--- src/core/itcw_pkg.sv ---
// Shared constants and carrier types for the interval timer wrapper
package itcw_pkg;

  // Byte addresses of the fixed board registers
  localparam logic [15:0] ITCW_ADDR_MASK = 16'h01E3;
  localparam logic [15:0] ITCW_ADDR_STAT = 16'h01E4;
  localparam logic [15:0] ITCW_ADDR_CTRL = 16'h01E5;
  localparam logic [15:0] ITCW_ADDR_BASE_HI = 16'h01E6;
  localparam logic [15:0] ITCW_ADDR_BASE_LO = 16'h01E7;

  // Reset values
  localparam logic [7:0] ITCW_CTRL_RST = 8'h00;
  localparam logic [7:0] ITCW_BASE_HI_RST = 8'h01;
  localparam logic [7:0] ITCW_BASE_LO_RST = 8'hDC;
  localparam logic [2:0] ITCW_MASK_RST = 3'h0;

  // Timer control field positions
  localparam int ITCW_CHAN2_GATE_BIT = 7;
  localparam int ITCW_CHAN1_GATE_BIT = 6;
  localparam int ITCW_CHAN0_GATE_BIT = 5;
  localparam int ITCW_CASCADE_BIT = 4;
  localparam int ITCW_CHAN1_CLK_BIT = 3;
  localparam int ITCW_CHAN0_CLK_BIT = 2;
  localparam logic [7:0] ITCW_CTRL_WMASK = 8'hFC;

  // Base low register: the two lowest bits take no part in decoding
  localparam int ITCW_BASE_LO_SKIP = 2;

  // Port offsets inside the four-byte timer window
  localparam logic [1:0] ITCW_PORT_CW = 2'h3;

  // Counter control word fields
  localparam int ITCW_CW_SC_LSB = 6;
  localparam int ITCW_CW_RW_LSB = 4;
  localparam int ITCW_CW_MODE_LSB = 1;
  localparam logic [1:0] ITCW_RW_LATCH = 2'h0;
  localparam logic [1:0] ITCW_RW_LSB = 2'h1;
  localparam logic [1:0] ITCW_RW_MSB = 2'h2;
  localparam logic [1:0] ITCW_RW_BOTH = 2'h3;

  // Internal timer clock: system clock divided by eight
  localparam int ITCW_TMR_DIV = 8;
  localparam logic [2:0] ITCW_DIV_LAST = 3'(ITCW_TMR_DIV - 1);

  typedef enum logic [1:0] {
    ITCW_M_TERM,
    ITCW_M_RATE,
    ITCW_M_SQUARE,
    ITCW_M_STROBE
  } itcw_mode_type;

  typedef struct packed {
    logic [15:0] addr;
    logic [7:0] wdata;
    logic wr;
    logic rd;
  } itcw_io_req_type;

  typedef struct packed {
    logic tick;
    logic gate;
    logic cw_wr;
    logic data_wr;
    logic data_rd;
    logic [7:0] wdata;
  } itcw_chan_in_type;

endpackage : itcw_pkg

--- src/core/itcw_counter.sv ---
// One 16-bit binary counter channel with control word and byte ports
`timescale 1ns/1ps
module itcw_counter
  import itcw_pkg::*;
(
  input wire logic i_sys_clk,
  input wire logic i_sys_rst,
  input wire itcw_chan_in_type i_chan,
  output logic [7:0] o_rdata,
  output logic o_out
);

  typedef struct packed {
    logic [15:0] count;
    logic [15:0] reload;
    logic [15:0] latch;
    logic latched;
    itcw_mode_type mode;
    logic [1:0] rw;
    logic bcd;
    logic wr_msb;
    logic rd_msb;
    logic load_pend;
    logic armed;
    logic out;
  } itcw_cnt_state_type;

  itcw_cnt_state_type s;
  itcw_cnt_state_type next_s;
  logic [15:0] rd_src;

  function automatic itcw_mode_type itcw_map_mode(input logic [2:0] m);
    if (m[1:0] == 2'h2) begin
      return ITCW_M_RATE;
    end else if (m[1:0] == 2'h3) begin
      return ITCW_M_SQUARE;
    end else if (m[2]) begin
      return ITCW_M_STROBE;
    end
    return ITCW_M_TERM;
  endfunction : itcw_map_mode

  assign rd_src = s.latched ? s.latch : s.count;
  assign o_rdata = (s.rw == ITCW_RW_MSB || (s.rw == ITCW_RW_BOTH && s.rd_msb))
                   ? rd_src[15:8] : rd_src[7:0];
  assign o_out = s.out;

  always_comb begin
    next_s = s;
    if (i_chan.cw_wr) begin
      if (i_chan.wdata[ITCW_CW_RW_LSB +: 2] == ITCW_RW_LATCH) begin
        if (!s.latched) begin
          next_s.latch = s.count;
          next_s.latched = 1'b1;
        end
      end else begin
        next_s.rw = i_chan.wdata[ITCW_CW_RW_LSB +: 2];
        next_s.mode = itcw_map_mode(i_chan.wdata[ITCW_CW_MODE_LSB +: 3]);
        // Stored but never read back or used; counting stays binary
        next_s.bcd = i_chan.wdata[0];
        next_s.wr_msb = 1'b0;
        next_s.rd_msb = 1'b0;
        next_s.armed = 1'b0;
        next_s.load_pend = 1'b0;
        next_s.out = (next_s.mode != ITCW_M_TERM);
      end
    end
    if (i_chan.data_wr) begin
      case (s.rw)
        ITCW_RW_LSB: begin
          next_s.reload = {8'h00, i_chan.wdata};
          next_s.load_pend = 1'b1;
        end
        ITCW_RW_MSB: begin
          next_s.reload = {i_chan.wdata, 8'h00};
          next_s.load_pend = 1'b1;
        end
        ITCW_RW_BOTH: begin
          if (!s.wr_msb) begin
            next_s.reload[7:0] = i_chan.wdata;
            next_s.wr_msb = 1'b1;
            // Terminal mode halts while only half a count is written
            if (s.mode == ITCW_M_TERM) begin
              next_s.armed = 1'b0;
            end
          end else begin
            next_s.reload[15:8] = i_chan.wdata;
            next_s.wr_msb = 1'b0;
            next_s.load_pend = 1'b1;
          end
        end
        default: begin
        end
      endcase
      if (s.mode == ITCW_M_TERM) begin
        next_s.out = 1'b0;
      end
    end
    if (i_chan.data_rd) begin
      if (s.rw == ITCW_RW_BOTH) begin
        next_s.rd_msb = !s.rd_msb;
        if (s.rd_msb) begin
          next_s.latched = 1'b0;
        end
      end else begin
        next_s.latched = 1'b0;
      end
    end
    if (!i_chan.gate && (s.mode == ITCW_M_RATE || s.mode == ITCW_M_SQUARE)) begin
      next_s.out = 1'b1;
    end
    if (i_chan.tick && !i_chan.cw_wr && !i_chan.data_wr) begin
      if (s.load_pend) begin
        next_s.count = s.reload;
        next_s.load_pend = 1'b0;
        next_s.armed = 1'b1;
      end else if (s.armed && i_chan.gate) begin
        // Binary count only
        case (s.mode)
          ITCW_M_TERM: begin
            next_s.count = s.count - 16'h0001;
            if (s.count == 16'h0001) begin
              next_s.out = 1'b1;
            end
          end
          ITCW_M_STROBE: begin
            next_s.count = s.count - 16'h0001;
            next_s.out = (s.count != 16'h0001);
          end
          ITCW_M_RATE: begin
            if (s.count == 16'h0001) begin
              next_s.count = s.reload;
              next_s.out = 1'b1;
            end else begin
              next_s.count = s.count - 16'h0001;
              next_s.out = (s.count != 16'h0002);
            end
          end
          ITCW_M_SQUARE: begin
            if (s.count == 16'h0001 || s.count == 16'h0002) begin
              next_s.count = s.reload;
              next_s.out = !s.out;
            end else begin
              next_s.count = s.count - 16'h0002;
            end
          end
          default: begin
          end
        endcase
      end
    end
  end

  always_ff @(posedge i_sys_clk or posedge i_sys_rst) begin
    if (i_sys_rst) begin
      s <= '0;
    end else begin
      s <= next_s;
    end
  end

endmodule : itcw_counter

--- src/core/itcw_top.sv ---
// Interval timer wrapper: control, base decode, clocking, status flags
//
// Function
// - Each channel gate follows its control bit D7, D6, D5; 1 high, 0 low.
// - Cascade bit 0 chains channels 1 and 2; bit 1 keeps channel 2 alone.
// - Channel 1 clock is internal when D3 is 0, external input b when 1.
// - Channel 0 clock is internal when D2 is 0, external input a when 1.
// - Three independent 16-bit binary counters; the BCD bit is kept, unused.
// - In cascade, channel 1 is the low half, channel 2 the high half.
// - In cascade, channel 1 output clocks channel 2.
// - Internal timer clock is the bus clock divided by eight.
// - External input a only feeds channel 0, input b only channel 1.
// - Channel 2 runs on the internal clock except in cascade mode.
// - A rising channel output sets its sticky status bit.
// - Timers occupy four byte addresses at a four-byte aligned base.
// - Base high byte is read/write and resets to 01h.
// - Base low byte is read/write and resets to DCh, base 1DCh.
// - The two lowest base bits are ignored when decoding.
// - Writing one clears a status bit; status reads regardless of mask.
// - Mask bit 1 lets its status bit drive the interrupt output.
`timescale 1ns/1ps
module itcw_top
  import itcw_pkg::*;
(
  input wire logic i_sys_clk,
  input wire logic i_sys_rst,
  input wire itcw_io_req_type i_io,
  input wire logic i_ext_clock_in_a,
  input wire logic i_ext_clock_in_b,
  output logic o_io_hit,
  output logic [7:0] o_io_rdata,
  output logic [2:0] o_chan_gate,
  output logic [2:0] o_chan_out,
  output logic o_irq
);

  typedef struct packed {
    logic [7:0] timer_control;
    logic [7:0] timer_base_high;
    logic [7:0] timer_base_low;
    logic [2:0] irq_enable;
    logic [2:0] irq_flag;
    logic [2:0] div_cnt;
    logic [1:0] ext_s1;
    logic [1:0] ext_s2;
    logic [1:0] ext_s3;
    logic [2:0] out_prev;
    logic [7:0] rdata;
  } itcw_top_state_type;

  itcw_top_state_type s;
  itcw_top_state_type next_s;

  ////////////////////////////////////////////////////////////////////////////
  // Address decode

  logic reg_hit;
  logic tmr_hit;
  logic [15:2] base_word;
  logic div_tick;
  logic [1:0] ext_edge;
  logic [2:0] chan_tick;
  logic [2:0] out_rise;
  logic cascade;
  logic [7:0] chan_rdata [3];
  itcw_chan_in_type chan_in [3];

  function automatic logic itcw_is_reg(input logic [15:0] a);
    return a == ITCW_ADDR_MASK || a == ITCW_ADDR_STAT ||
           a == ITCW_ADDR_CTRL || a == ITCW_ADDR_BASE_HI ||
           a == ITCW_ADDR_BASE_LO;
  endfunction : itcw_is_reg

  function automatic logic itcw_reg_wr(input itcw_io_req_type r,
                                       input logic [15:0] a);
    return r.wr && r.addr == a;
  endfunction : itcw_reg_wr

  // Base bits 1:0 are left out of the compare
  assign base_word = {s.timer_base_high,
                      s.timer_base_low[7:ITCW_BASE_LO_SKIP]};
  assign reg_hit = itcw_is_reg(i_io.addr);
  // Fixed registers win if software moves the window over them
  assign tmr_hit = !reg_hit && i_io.addr[15:2] == base_word;
  assign o_io_hit = reg_hit || tmr_hit;
  assign o_io_rdata = s.rdata;

  ////////////////////////////////////////////////////////////////////////////
  // Timer clocking

  assign div_tick = s.div_cnt == ITCW_DIV_LAST;
  // Only the second and third stages are looked at
  assign ext_edge = s.ext_s2 & ~s.ext_s3;
  assign cascade = !s.timer_control[ITCW_CASCADE_BIT];
  assign out_rise = o_chan_out & ~s.out_prev;

  always_comb begin
    // External input a serves channel 0 alone, b channel 1
    chan_tick[0] = s.timer_control[ITCW_CHAN0_CLK_BIT] ? ext_edge[0]
                                                       : div_tick;
    chan_tick[1] = s.timer_control[ITCW_CHAN1_CLK_BIT] ? ext_edge[1]
                                                       : div_tick;
    // Channel 2 counts channel 1 wraps as the high half
    chan_tick[2] = cascade ? out_rise[1] : div_tick;
  end

  assign o_chan_gate = {s.timer_control[ITCW_CHAN2_GATE_BIT],
                        s.timer_control[ITCW_CHAN1_GATE_BIT],
                        s.timer_control[ITCW_CHAN0_GATE_BIT]};

  ////////////////////////////////////////////////////////////////////////////
  // Counter channels

  genvar gi;
  generate
    for (gi = 0; gi < 3; gi++) begin : g_chan
      always_comb begin
        chan_in[gi].tick = chan_tick[gi];
        chan_in[gi].gate = o_chan_gate[gi];
        chan_in[gi].cw_wr = tmr_hit && i_io.wr &&
                            i_io.addr[1:0] == ITCW_PORT_CW &&
                            i_io.wdata[ITCW_CW_SC_LSB +: 2] == 2'(gi);
        chan_in[gi].data_wr = tmr_hit && i_io.wr &&
                              i_io.addr[1:0] == 2'(gi);
        chan_in[gi].data_rd = tmr_hit && i_io.rd &&
                              i_io.addr[1:0] == 2'(gi);
        chan_in[gi].wdata = i_io.wdata;
      end
      itcw_counter u_cnt (
        .i_sys_clk(i_sys_clk),
        .i_sys_rst(i_sys_rst),
        .i_chan(chan_in[gi]),
        .o_rdata(chan_rdata[gi]),
        .o_out(o_chan_out[gi])
      );
    end
  endgenerate

  ////////////////////////////////////////////////////////////////////////////
  // Registers and flags

  assign o_irq = |(s.irq_flag & s.irq_enable);

  always_comb begin
    next_s = s;
    next_s.div_cnt = div_tick ? 3'h0 : s.div_cnt + 3'h1;
    next_s.ext_s1 = {i_ext_clock_in_b, i_ext_clock_in_a};
    next_s.ext_s2 = s.ext_s1;
    next_s.ext_s3 = s.ext_s2;
    next_s.out_prev = o_chan_out;
    if (itcw_reg_wr(i_io, ITCW_ADDR_CTRL)) begin
      // Reserved low bits are dropped
      next_s.timer_control = i_io.wdata & ITCW_CTRL_WMASK;
    end
    if (itcw_reg_wr(i_io, ITCW_ADDR_BASE_HI)) begin
      next_s.timer_base_high = i_io.wdata;
    end
    if (itcw_reg_wr(i_io, ITCW_ADDR_BASE_LO)) begin
      next_s.timer_base_low = i_io.wdata;
    end
    if (itcw_reg_wr(i_io, ITCW_ADDR_MASK)) begin
      next_s.irq_enable = i_io.wdata[2:0];
    end
    // A new rising edge beats a clear in the same cycle
    next_s.irq_flag = s.irq_flag & ~(itcw_reg_wr(i_io, ITCW_ADDR_STAT)
                                     ? i_io.wdata[2:0] : 3'h0);
    next_s.irq_flag = next_s.irq_flag | out_rise;
    if (i_io.rd) begin
      case (i_io.addr)
        ITCW_ADDR_MASK: next_s.rdata = {5'h00, s.irq_enable};
        ITCW_ADDR_STAT: next_s.rdata = {5'h00, s.irq_flag};
        ITCW_ADDR_CTRL: next_s.rdata = s.timer_control;
        ITCW_ADDR_BASE_HI: next_s.rdata = s.timer_base_high;
        ITCW_ADDR_BASE_LO: next_s.rdata = s.timer_base_low;
        default: begin
          if (tmr_hit && i_io.addr[1:0] != ITCW_PORT_CW) begin
            next_s.rdata = chan_rdata[i_io.addr[1:0]];
          end else begin
            next_s.rdata = 8'h00;
          end
        end
      endcase
    end
  end

  always_ff @(posedge i_sys_clk or posedge i_sys_rst) begin
    if (i_sys_rst) begin
      s <= '0;
      s.timer_control <= ITCW_CTRL_RST;
      s.timer_base_high <= ITCW_BASE_HI_RST;
      s.timer_base_low <= ITCW_BASE_LO_RST;
      s.irq_enable <= ITCW_MASK_RST;
    end else begin
      s <= next_s;
    end
  end

  ////////////////////////////////////////////////////////////////////////////
  // Checks

  property p_gate;
    @(posedge i_sys_clk) disable iff (i_sys_rst)
    (i_io.wr && i_io.addr == ITCW_ADDR_CTRL)
      |=> o_chan_gate == $past(i_io.wdata[7:5]);
  endproperty
  a_gate: assert property (p_gate)
    else $error("gate levels do not follow control write");

  property p_div;
    @(posedge i_sys_clk) disable iff (i_sys_rst)
    div_tick |=> !div_tick [*7] ##1 div_tick;
  endproperty
  a_div: assert property (p_div)
    else $error("internal timer tick not one in eight");

  property p_ch0_src;
    @(posedge i_sys_clk) disable iff (i_sys_rst)
    s.timer_control[ITCW_CHAN0_CLK_BIT] |-> chan_tick[0] == ext_edge[0];
  endproperty
  a_ch0_src: assert property (p_ch0_src)
    else $error("channel 0 not on external input a");

  property p_ch1_src;
    @(posedge i_sys_clk) disable iff (i_sys_rst)
    !s.timer_control[ITCW_CHAN1_CLK_BIT] |-> chan_tick[1] == div_tick;
  endproperty
  a_ch1_src: assert property (p_ch1_src)
    else $error("channel 1 not on internal clock");

  property p_ch2_src;
    @(posedge i_sys_clk) disable iff (i_sys_rst)
    s.timer_control[ITCW_CASCADE_BIT] |-> chan_tick[2] == div_tick;
  endproperty
  a_ch2_src: assert property (p_ch2_src)
    else $error("channel 2 not on internal clock");

  property p_cascade;
    @(posedge i_sys_clk) disable iff (i_sys_rst)
    (!s.timer_control[ITCW_CASCADE_BIT] && $rose(o_chan_out[1]))
      |-> chan_tick[2];
  endproperty
  a_cascade: assert property (p_cascade)
    else $error("channel 1 output did not clock channel 2");

  property p_sync;
    @(posedge i_sys_clk) disable iff (i_sys_rst)
    (!i_ext_clock_in_a ##1 i_ext_clock_in_a) |-> ##2 ext_edge[0];
  endproperty
  a_sync: assert property (p_sync)
    else $error("external input a edge not seen two cycles later");

  // A clear written just after the rise may legally drop the bit again
  property p_flag;
    @(posedge i_sys_clk) disable iff (i_sys_rst)
    out_rise[0] |=> s.irq_flag[0] ##1
      (s.irq_flag[0] ||
       $past(i_io.wr && i_io.addr == ITCW_ADDR_STAT && i_io.wdata[0]));
  endproperty
  a_flag: assert property (p_flag)
    else $error("rising output did not set its status bit");

  property p_clear;
    @(posedge i_sys_clk) disable iff (i_sys_rst)
    (i_io.wr && i_io.addr == ITCW_ADDR_STAT && i_io.wdata[1] && !out_rise[1])
      |=> !s.irq_flag[1];
  endproperty
  a_clear: assert property (p_clear)
    else $error("write of one did not clear status");

  property p_irq;
    @(posedge i_sys_clk) disable iff (i_sys_rst)
    (out_rise[2] && s.irq_enable[2] &&
     !(i_io.wr && i_io.addr == ITCW_ADDR_MASK)) |=> o_irq;
  endproperty
  a_irq: assert property (p_irq)
    else $error("enabled status did not raise interrupt");

  property p_decode;
    @(posedge i_sys_clk) disable iff (i_sys_rst)
    (!reg_hit && i_io.addr[15:8] == s.timer_base_high &&
     i_io.addr[7:2] == s.timer_base_low[7:2]) |-> o_io_hit;
  endproperty
  a_decode: assert property (p_decode)
    else $error("timer window address not claimed");

endmodule : itcw_top

--- config.mk ---
export PLATFORM = sky130hd
export DESIGN_NAME = itcw_top
export DESIGN_NICKNAME = d
export VERILOG_FILES = /design/src/core/itcw_pkg.sv /design/src/core/itcw_counter.sv /design/src/core/itcw_top.sv
export SDC_FILE = /design/constraint.sdc
export NUM_CORES = 1
export LEC_CHECK = 0
export ABC_AREA = 1
export BUFFER_PORTS_ARGS = -buffer_cell sky130_fd_sc_hd__buf_2
export CORE_MARGIN = 2
export CORE_UTILIZATION = 29
export DETAILED_ROUTE_END_ITERATION = 10
export GPL_TIMING_DRIVEN = 0
export PLACE_DENSITY = 0.47
export SYNTH_ARGS = -nofsm -noshare
export SYNTH_HDL_FRONTEND = slang
export SYNTH_SLANG_ARGS = --single-unit
--- constraint.sdc ---
create_clock -name i_sys_clk -period 12.5 [get_ports i_sys_clk]
set_input_delay 1.875 -clock i_sys_clk [delete_from_list [all_inputs] [get_ports i_sys_clk]]
set_output_delay 1.875 -clock i_sys_clk [all_outputs]
set_load 0.05 [all_outputs]
---- Word level (Yosys, flattened, before mapping) ----
Cells that the tools add are included.
cells by class
  add/sub/neg operators ................... 7
  multipliers ............................. 0
  div/mod/pow operators ................... 0
  $lt $le $gt $ge ......................... 1
  equality and inequality tests ........... 51
  shifts and indexed selects .............. 0
  mux-type cells .......................... 140
  bitwise logic cells ..................... 13
  reductions and logical operators ........ 101
operators with widths
  cell                                                                      count
  16-bit case mux with 3 select lines                                       6
  16-bit 2-to-1 mux                                                         15
  8-bit 2-to-1 mux                                                          12
  16-bit by 9-bit equality test with 1-bit output, second input constant    5
  1-bit 2-to-1 mux                                                          70
  16-bit by 1-bit equality test with 1-bit output, second input constant    3
  16-bit by 2-bit equality test with 1-bit output, second input constant    3
  16-bit by 1-bit inequality test with 1-bit output, second input constant  3
  16-bit by 2-bit inequality test with 1-bit output, second input constant  3
  16-bit by 1-bit subtractor with 16-bit output, second input constant      3
  16-bit by 2-bit subtractor with 16-bit output, second input constant      3
  8-bit case mux with 5 select lines                                        1
  2-bit equality test, second input constant                                17
  1-bit logical AND                                                         34
  11-bit 2-to-1 mux                                                         3
  10-bit 2-to-1 mux                                                         3
  2-bit 2-to-1 mux                                                          15
  3-bit AND reduction                                                       9
  3-bit 2-to-1 mux                                                          8
  8-bit binary-select mux with 2-bit select                                 1
  2-bit by 1-bit equality test with 1-bit output, second input constant     8
  1-bit logical NOT                                                         16
  14-bit equality test                                                      1
  1-bit logical OR                                                          14
  other kinds (20)                                                          57
storage, ports and cells
  register bits ........................... 225
  bits in latches ......................... 0
  RAM bits ................................ 0
  bits in read-only memories .............. 0
  output and inout bits ................... 16
  word-level logic and storage cells ...... 363
  memories kept ........................... 0

---- Logic depth before layout (Yosys ltp) ----
Gate-level depths: netlist of run 1.
  depth in word-level cells ............... 27
  depth in mapped cells ................... 19
  gate-level depth less buffers ........... 18

---- By module ----
Synthesis of run 1 repeated with hierarchy kept, for this count alone.
unflattened totals
  cell total of the unflattened synthesis .. 2119
  area total of the unflattened synthesis .. 15165.8 um^2
modules (own cells, without submodules)
  module                               times used  cells each  area each (um^2)  sequential area each (um^2)
  itcw_counter at g_chan[0].u_cnt ...  2           573         4058.9            1451.4
  itcw_counter at g_chan[2].u_cnt      1           623         4194.0            1451.4
  itcw_top                             1           350         2854.0            1208.7

---- Least setup slack after synthesis of run 1 ----
No wires, ideal clock.
  path type ............................... in2out
  from .................................... input port i_io[12] in the netlist's numbering
  to ...................................... output port o_io_hit
  arrival ................................. 2.900 ns
  setup slack ............................. 7.725 ns
  cell stages on the path ................. 9
  path through ............................ inv_1 -> nor2_1 -> nand2_1 -> nor2_1 -> nand2_1 -> buf_6 -> nand3_2 -> nor2_2 -> nand2_1
between the ends
  cells in the longest elaborated chain, start to end .. 8
  elaborated cells on any way between the ends .. 13
  classes of those cells .................. 6 x eq/ne; 7 x reduce/logical
RTL lines
  element                                          RTL line        source
  start, declared                                  itcw_top.sv:27  input wire itcw_io_req_type i_io,
  16-bit by 9-bit equality test with 1-bit output  itcw_top.sv:69  return a == ITCW_ADDR_MASK || a == ITCW_ADDR_STAT ||
  1-bit logical OR (2 in a row)                    itcw_top.sv:69
  1-bit logical OR (2 in a row)                    itcw_top.sv:70  a == ITCW_ADDR_CTRL || a == ITCW_ADDR_BASE_HI ||
  1-bit logical NOT                                itcw_top.sv:84  assign tmr_hit = !reg_hit && i_io.addr[15:2] == base_word;
  1-bit logical AND                                itcw_top.sv:84
  1-bit logical OR (*)                             itcw_top.sv:85  assign o_io_hit = reg_hit || tmr_hit;
  end, declared                                    itcw_top.sv:30  output logic o_io_hit,
Mark *: on every way between the ends. The rest lies on a longest branch, timed or not.

---- Final worst setup path of run 1 ----
  from .................................... input port i_io[11] in the netlist's numbering
  to ...................................... output port o_io_hit
between the ends
  cells in the longest elaborated chain, start to end .. 8
  elaborated cells on any way between the ends .. 12
  classes of those cells .................. 5 x eq/ne; 7 x reduce/logical
RTL lines
  element                                          RTL line
  16-bit by 9-bit equality test with 1-bit output  itcw_top.sv:69
  1-bit logical OR (2 in a row)                    itcw_top.sv:69
  1-bit logical OR                                 itcw_top.sv:70
  1-bit logical OR (*)                             itcw_top.sv:70
  1-bit logical NOT                                itcw_top.sv:84
  1-bit logical AND                                itcw_top.sv:84
  1-bit logical OR (*)                             itcw_top.sv:85
Marked as above.

==> impl_metrics.yaml, run 1 <==
yosys:
  ys_seq_area_share_pct: 39.3
  ys_types: 48
  synth_edf_count: 0
  yosys_warnings: 0
  synth_area_mm2: 0.0142
  ys_ff_latch: 222
  async_flop_share_pct: 100
  synth_common_cells: "nand2_1, o21ai_0, dfrtp_1, inv_1, nor2_1"
  netlist.area_leader.share_pct: 38.2
  netlist_instances: 2001
  synth_most_common_cell: "nand2_1"
  syn_area_per_cell_um2: 7.08
  syn-num-nets: 2069
  netlist_top_cells_area: "dfrtp_1, nand2_1, o21ai_0"
  yosys.area.top_type: "dfrtp_1"
  ys.flop_type: "dfrtp_1"
pwr:
  ir_drop_v: 0.0000954
  power.leakage_uw: 0.00739
  p_per_area_mw_per_mm2: 144
clocking:
  cts_tree: "built"
  clockRootBuffer: "clkbuf_16"
  cts.hold.buffers_added: 0
  insertion_delay_ns: 0.56
  clk_pin_slew_ns: 0.05
  h-tree-depth: 1
  cts-resized-gates: 0
  numCtsBuffers: 27
  cts_setup_buffers: 0
  cts_buffer_depth: 3
  clock_sinks: 222
die:
  core_area_mm2: 0.0479
  die_h_um: 225
  die_w_um: 225
  start_util_pct: 29.5
  std_cell_rows: 80
  dieArea_mm2: 0.0506
  io_pins: 46
sta:
  relSlewSlack_pct: 19.0
  tns_ns: 0
  hold_viol_final: 0
  fin_skew_ns: 0.0184
  fmax_ghz: 0.189
  tightest_slew_ns: 1.22
  period_share_pct: 42.3
  rsz0062_at_grt: "no"
  slew_viol_final: 0
  fin_crit_ns: 5.29
  timing.final.ws_setup_ns: 7.21
  setup_viol: 0
global_routing:
  grtUsageMet3_pct: 2.70
  grt_pass1_wl_mm: 78.1
  grt_util_met1_pct: 28.4
  grt-busiest-layer: "met2"
  grt_overflow_total: 0
  grt_pass1_vias: 12900
  grt_use_total_pct: 19.9
  grt_max_degree: 102
  use_met2_pct: 31.4
  antenna_found_initial: 0
worst_setup_path:
  critPathCaptureType: "output port"
  crit_arrival_ns: 3.41
  cp_slowest_cell: "buf_2"
  worstPathCellList: "buf_2 > inv_2 > nor2_2 > nand2_1 > nor2_1 > nand2_1 > nand3_2 > nor2_2 > nand2_1 > buf_2"
  slowest_delay_ns: 0.29
  crit_top_cell: "nand2_1"
  cp-start-kind: "input port"
  critPathMaxFanout: 8
  critPathRequiredTime_ns: 10.62
  critical_path_class: "input port to output port"
  crit_buf_inv: 3
  critPathTopFamily: "simple AND/OR/NAND/NOR gates"
run_status:
  outcome: "complete, no violations"
finish:
  area_growth_syn_to_layout_pct: 13.5
  register_area_mm2: 0.00556
  drive_gt1_share_pct: 8.43
  multi_input_area_mm2: 0.00742
  fill_cells: 5129
  nets: 2140
  diodes: 0
drt:
  drt_drc_violations_left: 0
  wire_per_inst_um: 18.5
  route.vias.total: 13600
  drt_first_pass_iters: 6
  drt_iter0_drc: 1079
  wirelength_mm: 50.0
  antenna_left: 0
  drt-vias-per-instance: 5.04
flow_run:
  max-cap-violations: 0
placed_design:
  io_buffer_count: 39
  gp_congestion: 0.914
  place_ws_ns: 7.24
  dp_hpwl_mm: 37.6
worst_hold_path:
  hold_class: "register to register"
[flip-flops by register name, summed over array words and instances, names as in the netlist]
name                flops
next_s                  4
o_chan_gate             3
s                      19
g_chan.u_cnt.o_out      3
g_chan.u_cnt.s        171
base_word              14
o_io_rdata              8
[worst register-to-register path, delay by kind of cell, from the launching register on]
| family | cells | cell delay, ns |
|---|---|---|
| AO/OA/AOI/OAI | 4 | 0.56 |
| buffers and inverters | 2 | 0.52 |
| flip-flops | 1 | 0.44 |
| AND/OR/NAND/NOR | 8 | 1.46 |
[kinds of logic (layout without fill, tap and decap cells)]
logic type,after synthesis,count (layout),share of synthesized area (%)
simple gates,894,894,25.9
compound gates,496,496,19.3
buf+inv,289,376,8.39
flops,222,222,39.3
xor+xnor,61,61,3.77
fa+ha+maj,38,38,3.36
mux,1,1,0.0795
[cell type report]
| cell class | instances | area share [%] |
|---|---|---|
| Inverter | 202 | 4.79 |
| Clock buffer | 35 | 4.64 |
| Buffer | 87 | 2.65 |
| Tap cell | 615 | 4.79 |
| Multi-Input combinational cell | 1490 | 46.1 |
| Clock inverter | 10 | 0.802 |
| Sequential cell | 222 | 34.6 |
| Timing Repair Buffer | 42 | 1.59 |
[path summary, 6_finish.rpt]
check / to / start / depth (start not counted) / slack, ns
max in group asynchronous: g_chan[1].u_cnt.s[37]$_DFFE_PP0P_ / i_sys_rst / 3 / 10.38
min: next_s[11]$_DFF_PP0_ / next_s[13]$_DFF_PP0_ / 0 / 0.34
max reg2reg: g_chan[1].u_cnt.s[49]$_DFFE_PP0P_ / g_chan[1].u_cnt.s[56]$_DFFE_PP0P_ / 14 / 9.45
min in group asynchronous: g_chan[0].u_cnt.s[50]$_DFFE_PP0P_ / i_sys_rst / 2 / 1.28
max: o_io_hit / i_io[11] / 10 / 7.21
min reg2reg: next_s[11]$_DFF_PP0_ / next_s[13]$_DFF_PP0_ / 0 / 0.34
[power breakdown]
group,internal (uW),leakage [uW],switching (uW),total (uW)
logic,212,0.00418,443,655
registers,775,0.00277,88.0,863
clock network,477,0.000437,318,795
[per-stage QoR]
stage	total power (uW)	instance area, um^2	hold WS (ns)	utilization, %	std cells
after floorplan	1320	14200	0.331	-	2001
after global placement	1520	15100	0.334	31.6	2655
after detailed placement	1520	15200	0.336	31.7	2658
after CTS	2330	16100	0.349	33.5	2703
after global routing	2460	16100	0.360	33.5	2703
final	2310	16100	0.345	33.5	2703
[cells in the final DEF (no fill, tap or decap), types with 11 or more instances in the layout]
cell type  Yosys  layout
o211ai_1      31      31
nand3_1       65      65
o21ai_1       20      20
ha_1          38      38
nand2_1      588     588
nand4_1       11      11
a31oi_1       11      11
o21ai_0      291     291
buf_2          8      48
clkbuf_16      0      27
clkbuf_1      52      56
nor2_1       170     170
o21ai_2       11      11
a21oi_1       87      87
xor2_1        51      51
o22ai_1       16      16
inv_1        191     190
buf_4         17      17
dfrtp_1      216     216
nor3_1        17      17
[routing by layer]
metal	vias to the layer above	wire length (um)
met5	-	0
met4	0	1190
met3	66	2620
met2	388	22100
met1	6494	24000
li1	6684	-
Power figures use the tool's default switching activity.
==> run 2, diff against run 1 <==
--- a/config.mk
+++ b/config.mk
@@ -11,7 +11,7 @@
 export CORE_UTILIZATION = 29
 export DETAILED_ROUTE_END_ITERATION = 10
 export GPL_TIMING_DRIVEN = 0
-export PLACE_DENSITY = 0.47
+export PLACE_DENSITY = 0.49
 export SYNTH_ARGS = -nofsm -noshare
 export SYNTH_HDL_FRONTEND = slang
 export SYNTH_SLANG_ARGS = --single-unit
==> constraint.sdc (replaced) <==
create_clock -name i_sys_clk -period 4.83 [get_ports i_sys_clk]
set_input_delay 0.7245 -clock i_sys_clk [delete_from_list [all_inputs] [get_ports i_sys_clk]]
set_output_delay 0.7245 -clock i_sys_clk [all_outputs]
set_load 0.05 [all_outputs]
==> impl_metrics.yaml, run 2 (synthesis results as in run 1) <==
placed_design:
  place_inst: 2661
  place_ws_ns: 1.53
  dpl_cell_area_mm2: 0.0153
  dp_hpwl_mm: 38.0
  io_buffer_count: 39
  gp_congestion: 0.913
drt:
  drt-vias-per-instance: 5.05
  drt_drc_violations_left: 0
  drt_iter0_drc: 1172
  drt_first_pass_iters: 5
  route.vias.total: 13700
  wire_per_inst_um: 18.5
  antenna_left: 0
  wirelength_mm: 50.1
die:
  io_pins: 46
  core_area_mm2: 0.0479
  std_cell_rows: 80
  die_w_um: 225
  dieArea_mm2: 0.0506
  die_h_um: 225
  start_util_pct: 29.5
worst_setup_path:
  worstPathCellList: "inv_1 > nand2_1 > nand2_1 > a21oi_1 > nand2_1 > nor2_1 > nand2_1 > nand2_1 > buf_2"
  crit_top_cell: "nand2_1"
  r2r_slack_ns: 1.89
  rr_endpoint: "g_chan[1].u_cnt.s[50]$_DFFE_PP0P_"
  cp_slowest_cell: "dfstp_2"
  worst_r2r_startpoint: "g_chan[1].u_cnt.s[57]$_DFFE_PP0P_"
  cp-start-kind: "register"
  slowest_delay_ns: 0.53
  critical_path_class: "register to output port"
  crit_start: "base_word[8]$_DFFE_PP1P_"
  critPathRequiredTime_ns: 4.11
  reg2regPathDepth: 14
  critPathCapture: "o_io_hit"
  critPathCaptureType: "output port"
  critPathMaxFanout: 3
  crit_arrival_ns: 2.28
clocking:
  cts-resized-gates: 0
  cts_tree: "built"
  cts.hold.buffers_added: 0
  cts_buffer_depth: 3
  h-tree-depth: 1
  insertion_delay_ns: 0.56
  numCtsBuffers: 28
  cts_setup_buffers: 0
  clockRootBuffer: "clkbuf_16"
  clk_pin_slew_ns: 0.06
  clock_sinks: 222
sta:
  slew_viol_final: 0
  whs_ns: 0.244
  tightest_slew_ns: 1.32
  setup_viol: 0
  tns_ns: 0
  fin_crit_ns: 3.00
  timing.final.ws_setup_ns: 1.83
  hold_viol_final: 0
  relSlewSlack_pct: 9.72
  period_share_pct: 62.2
  rsz0062_at_grt: "no"
  fin_skew_ns: 0.0160
  fmax_ghz: 0.333
finish:
  area_growth_syn_to_layout_pct: 14.6
  stdcell_area_mm2: 0.0162
  largest_register_ffs: 171
  diodes: 0
  mostFrequentLayoutCell: "nand2_1"
  fin_cells: 2713
  nets: 2144
  drive_gt1_share_pct: 8.77
  layout_common_cells: "nand2_1, o21ai_0, dfrtp_1"
  largest_register: "g_chan.u_cnt.s"
global_routing:
  antenna_found_initial: 0
  grt_max_degree: 40
  grt_pass1_wl_mm: 78.5
  grt_use_total_pct: 19.9
  grt_pass1_vias: 13000
  grt_overflow_total: 0
pwr:
  seq_power_share_pct: 36.0
  p_per_area_mw_per_mm2: 382
  switching_share_pct: 36.2
  p_sw_uw: 2240
  power_frac_clock_pct: 36.2
  p_comb_share_pct: 27.7
  power.leakage_uw: 0.00747
  ir_drop_v: 0.000274
  p_int_uw: 3960
worst_hold_path:
  hold_class: "input port to async pin"
run_status:
  outcome: "complete, no violations"
flow_run:
  max-cap-violations: 0
-- run 2: cell types whose count changed in the layout (fill, tap and decap cells not counted), sizes merged --
cell / change
clkinv: +1
clkbuf: +6
bufinv: +1
clkinvlp: +1
inv: -2
buf: +3
-- run 2: per-layer routing --
metal	global-route usage, %	routed length, um	vias to the layer above	share of wire, %
met4	4.70	1020	0	2.0
met1	28.3	23800	6554	48
met3	2.54	2670	54	5.3
li1	-	-	6699	-
met2	32.0	22600	394	45
met5	0	0	-	0
-- run 2: area by class of cell --
type                            count  area, um^2
Clock inverter                     11         155
Multi-Input combinational cell   1490        7420
Tap cell                          615         769
Sequential cell                   222        5560
Buffer                             87         425
Timing Repair Buffer               45         315
Inverter                          202         767
Fill cell                        5095       31700
Clock buffer                       41         831
-- run 2: how the worst min path moves through the flow --
stage,start,end,cells past startpoint
after floorplan,next_s[13]$_DFF_PP0_,next_s[11]$_DFF_PP0_,0
after global placement,next_s[13]$_DFF_PP0_,next_s[11]$_DFF_PP0_,0
after detailed placement,next_s[13]$_DFF_PP0_,next_s[11]$_DFF_PP0_,0
after CTS,i_sys_rst,g_chan[0].u_cnt.s[56]$_DFFE_PP0P_,2
after global routing,i_ext_clock_in_b,next_s[14]$_DFF_PP0_,1
final,i_sys_rst,g_chan[0].u_cnt.s[56]$_DFFE_PP0P_,2
-- run 2: critical path, delay by kind of cell, from the launching register on --
kind	cells	cell delay [ns]
AOI/OAI and AO/OA	1	0.18
buffers and inverters	2	0.37
DFF	1	0.53
and+or+nand+nor	6	0.64
-- run 2: power by group through the flow --
stage	clock network (uW)	logic, uW	registers [uW]
floorplan	0	1250	2170
global placement	0	1670	2260
detailed placement	0	1690	2260
CTS	2290	1700	2230
global route	2370	1930	2260
finish	2240	1720	2230
-- run 2: per-stage QoR --
stage | total power (uW) | util (%)
4_1_cts | 6220 | 33.9
2_1_floorplan | 3420 | -
3_3_place_gp | 3930 | 31.6
6_report | 6200 | 33.9
5_1_grt | 6560 | 33.9
3_5_place_dp | 3950 | 31.8
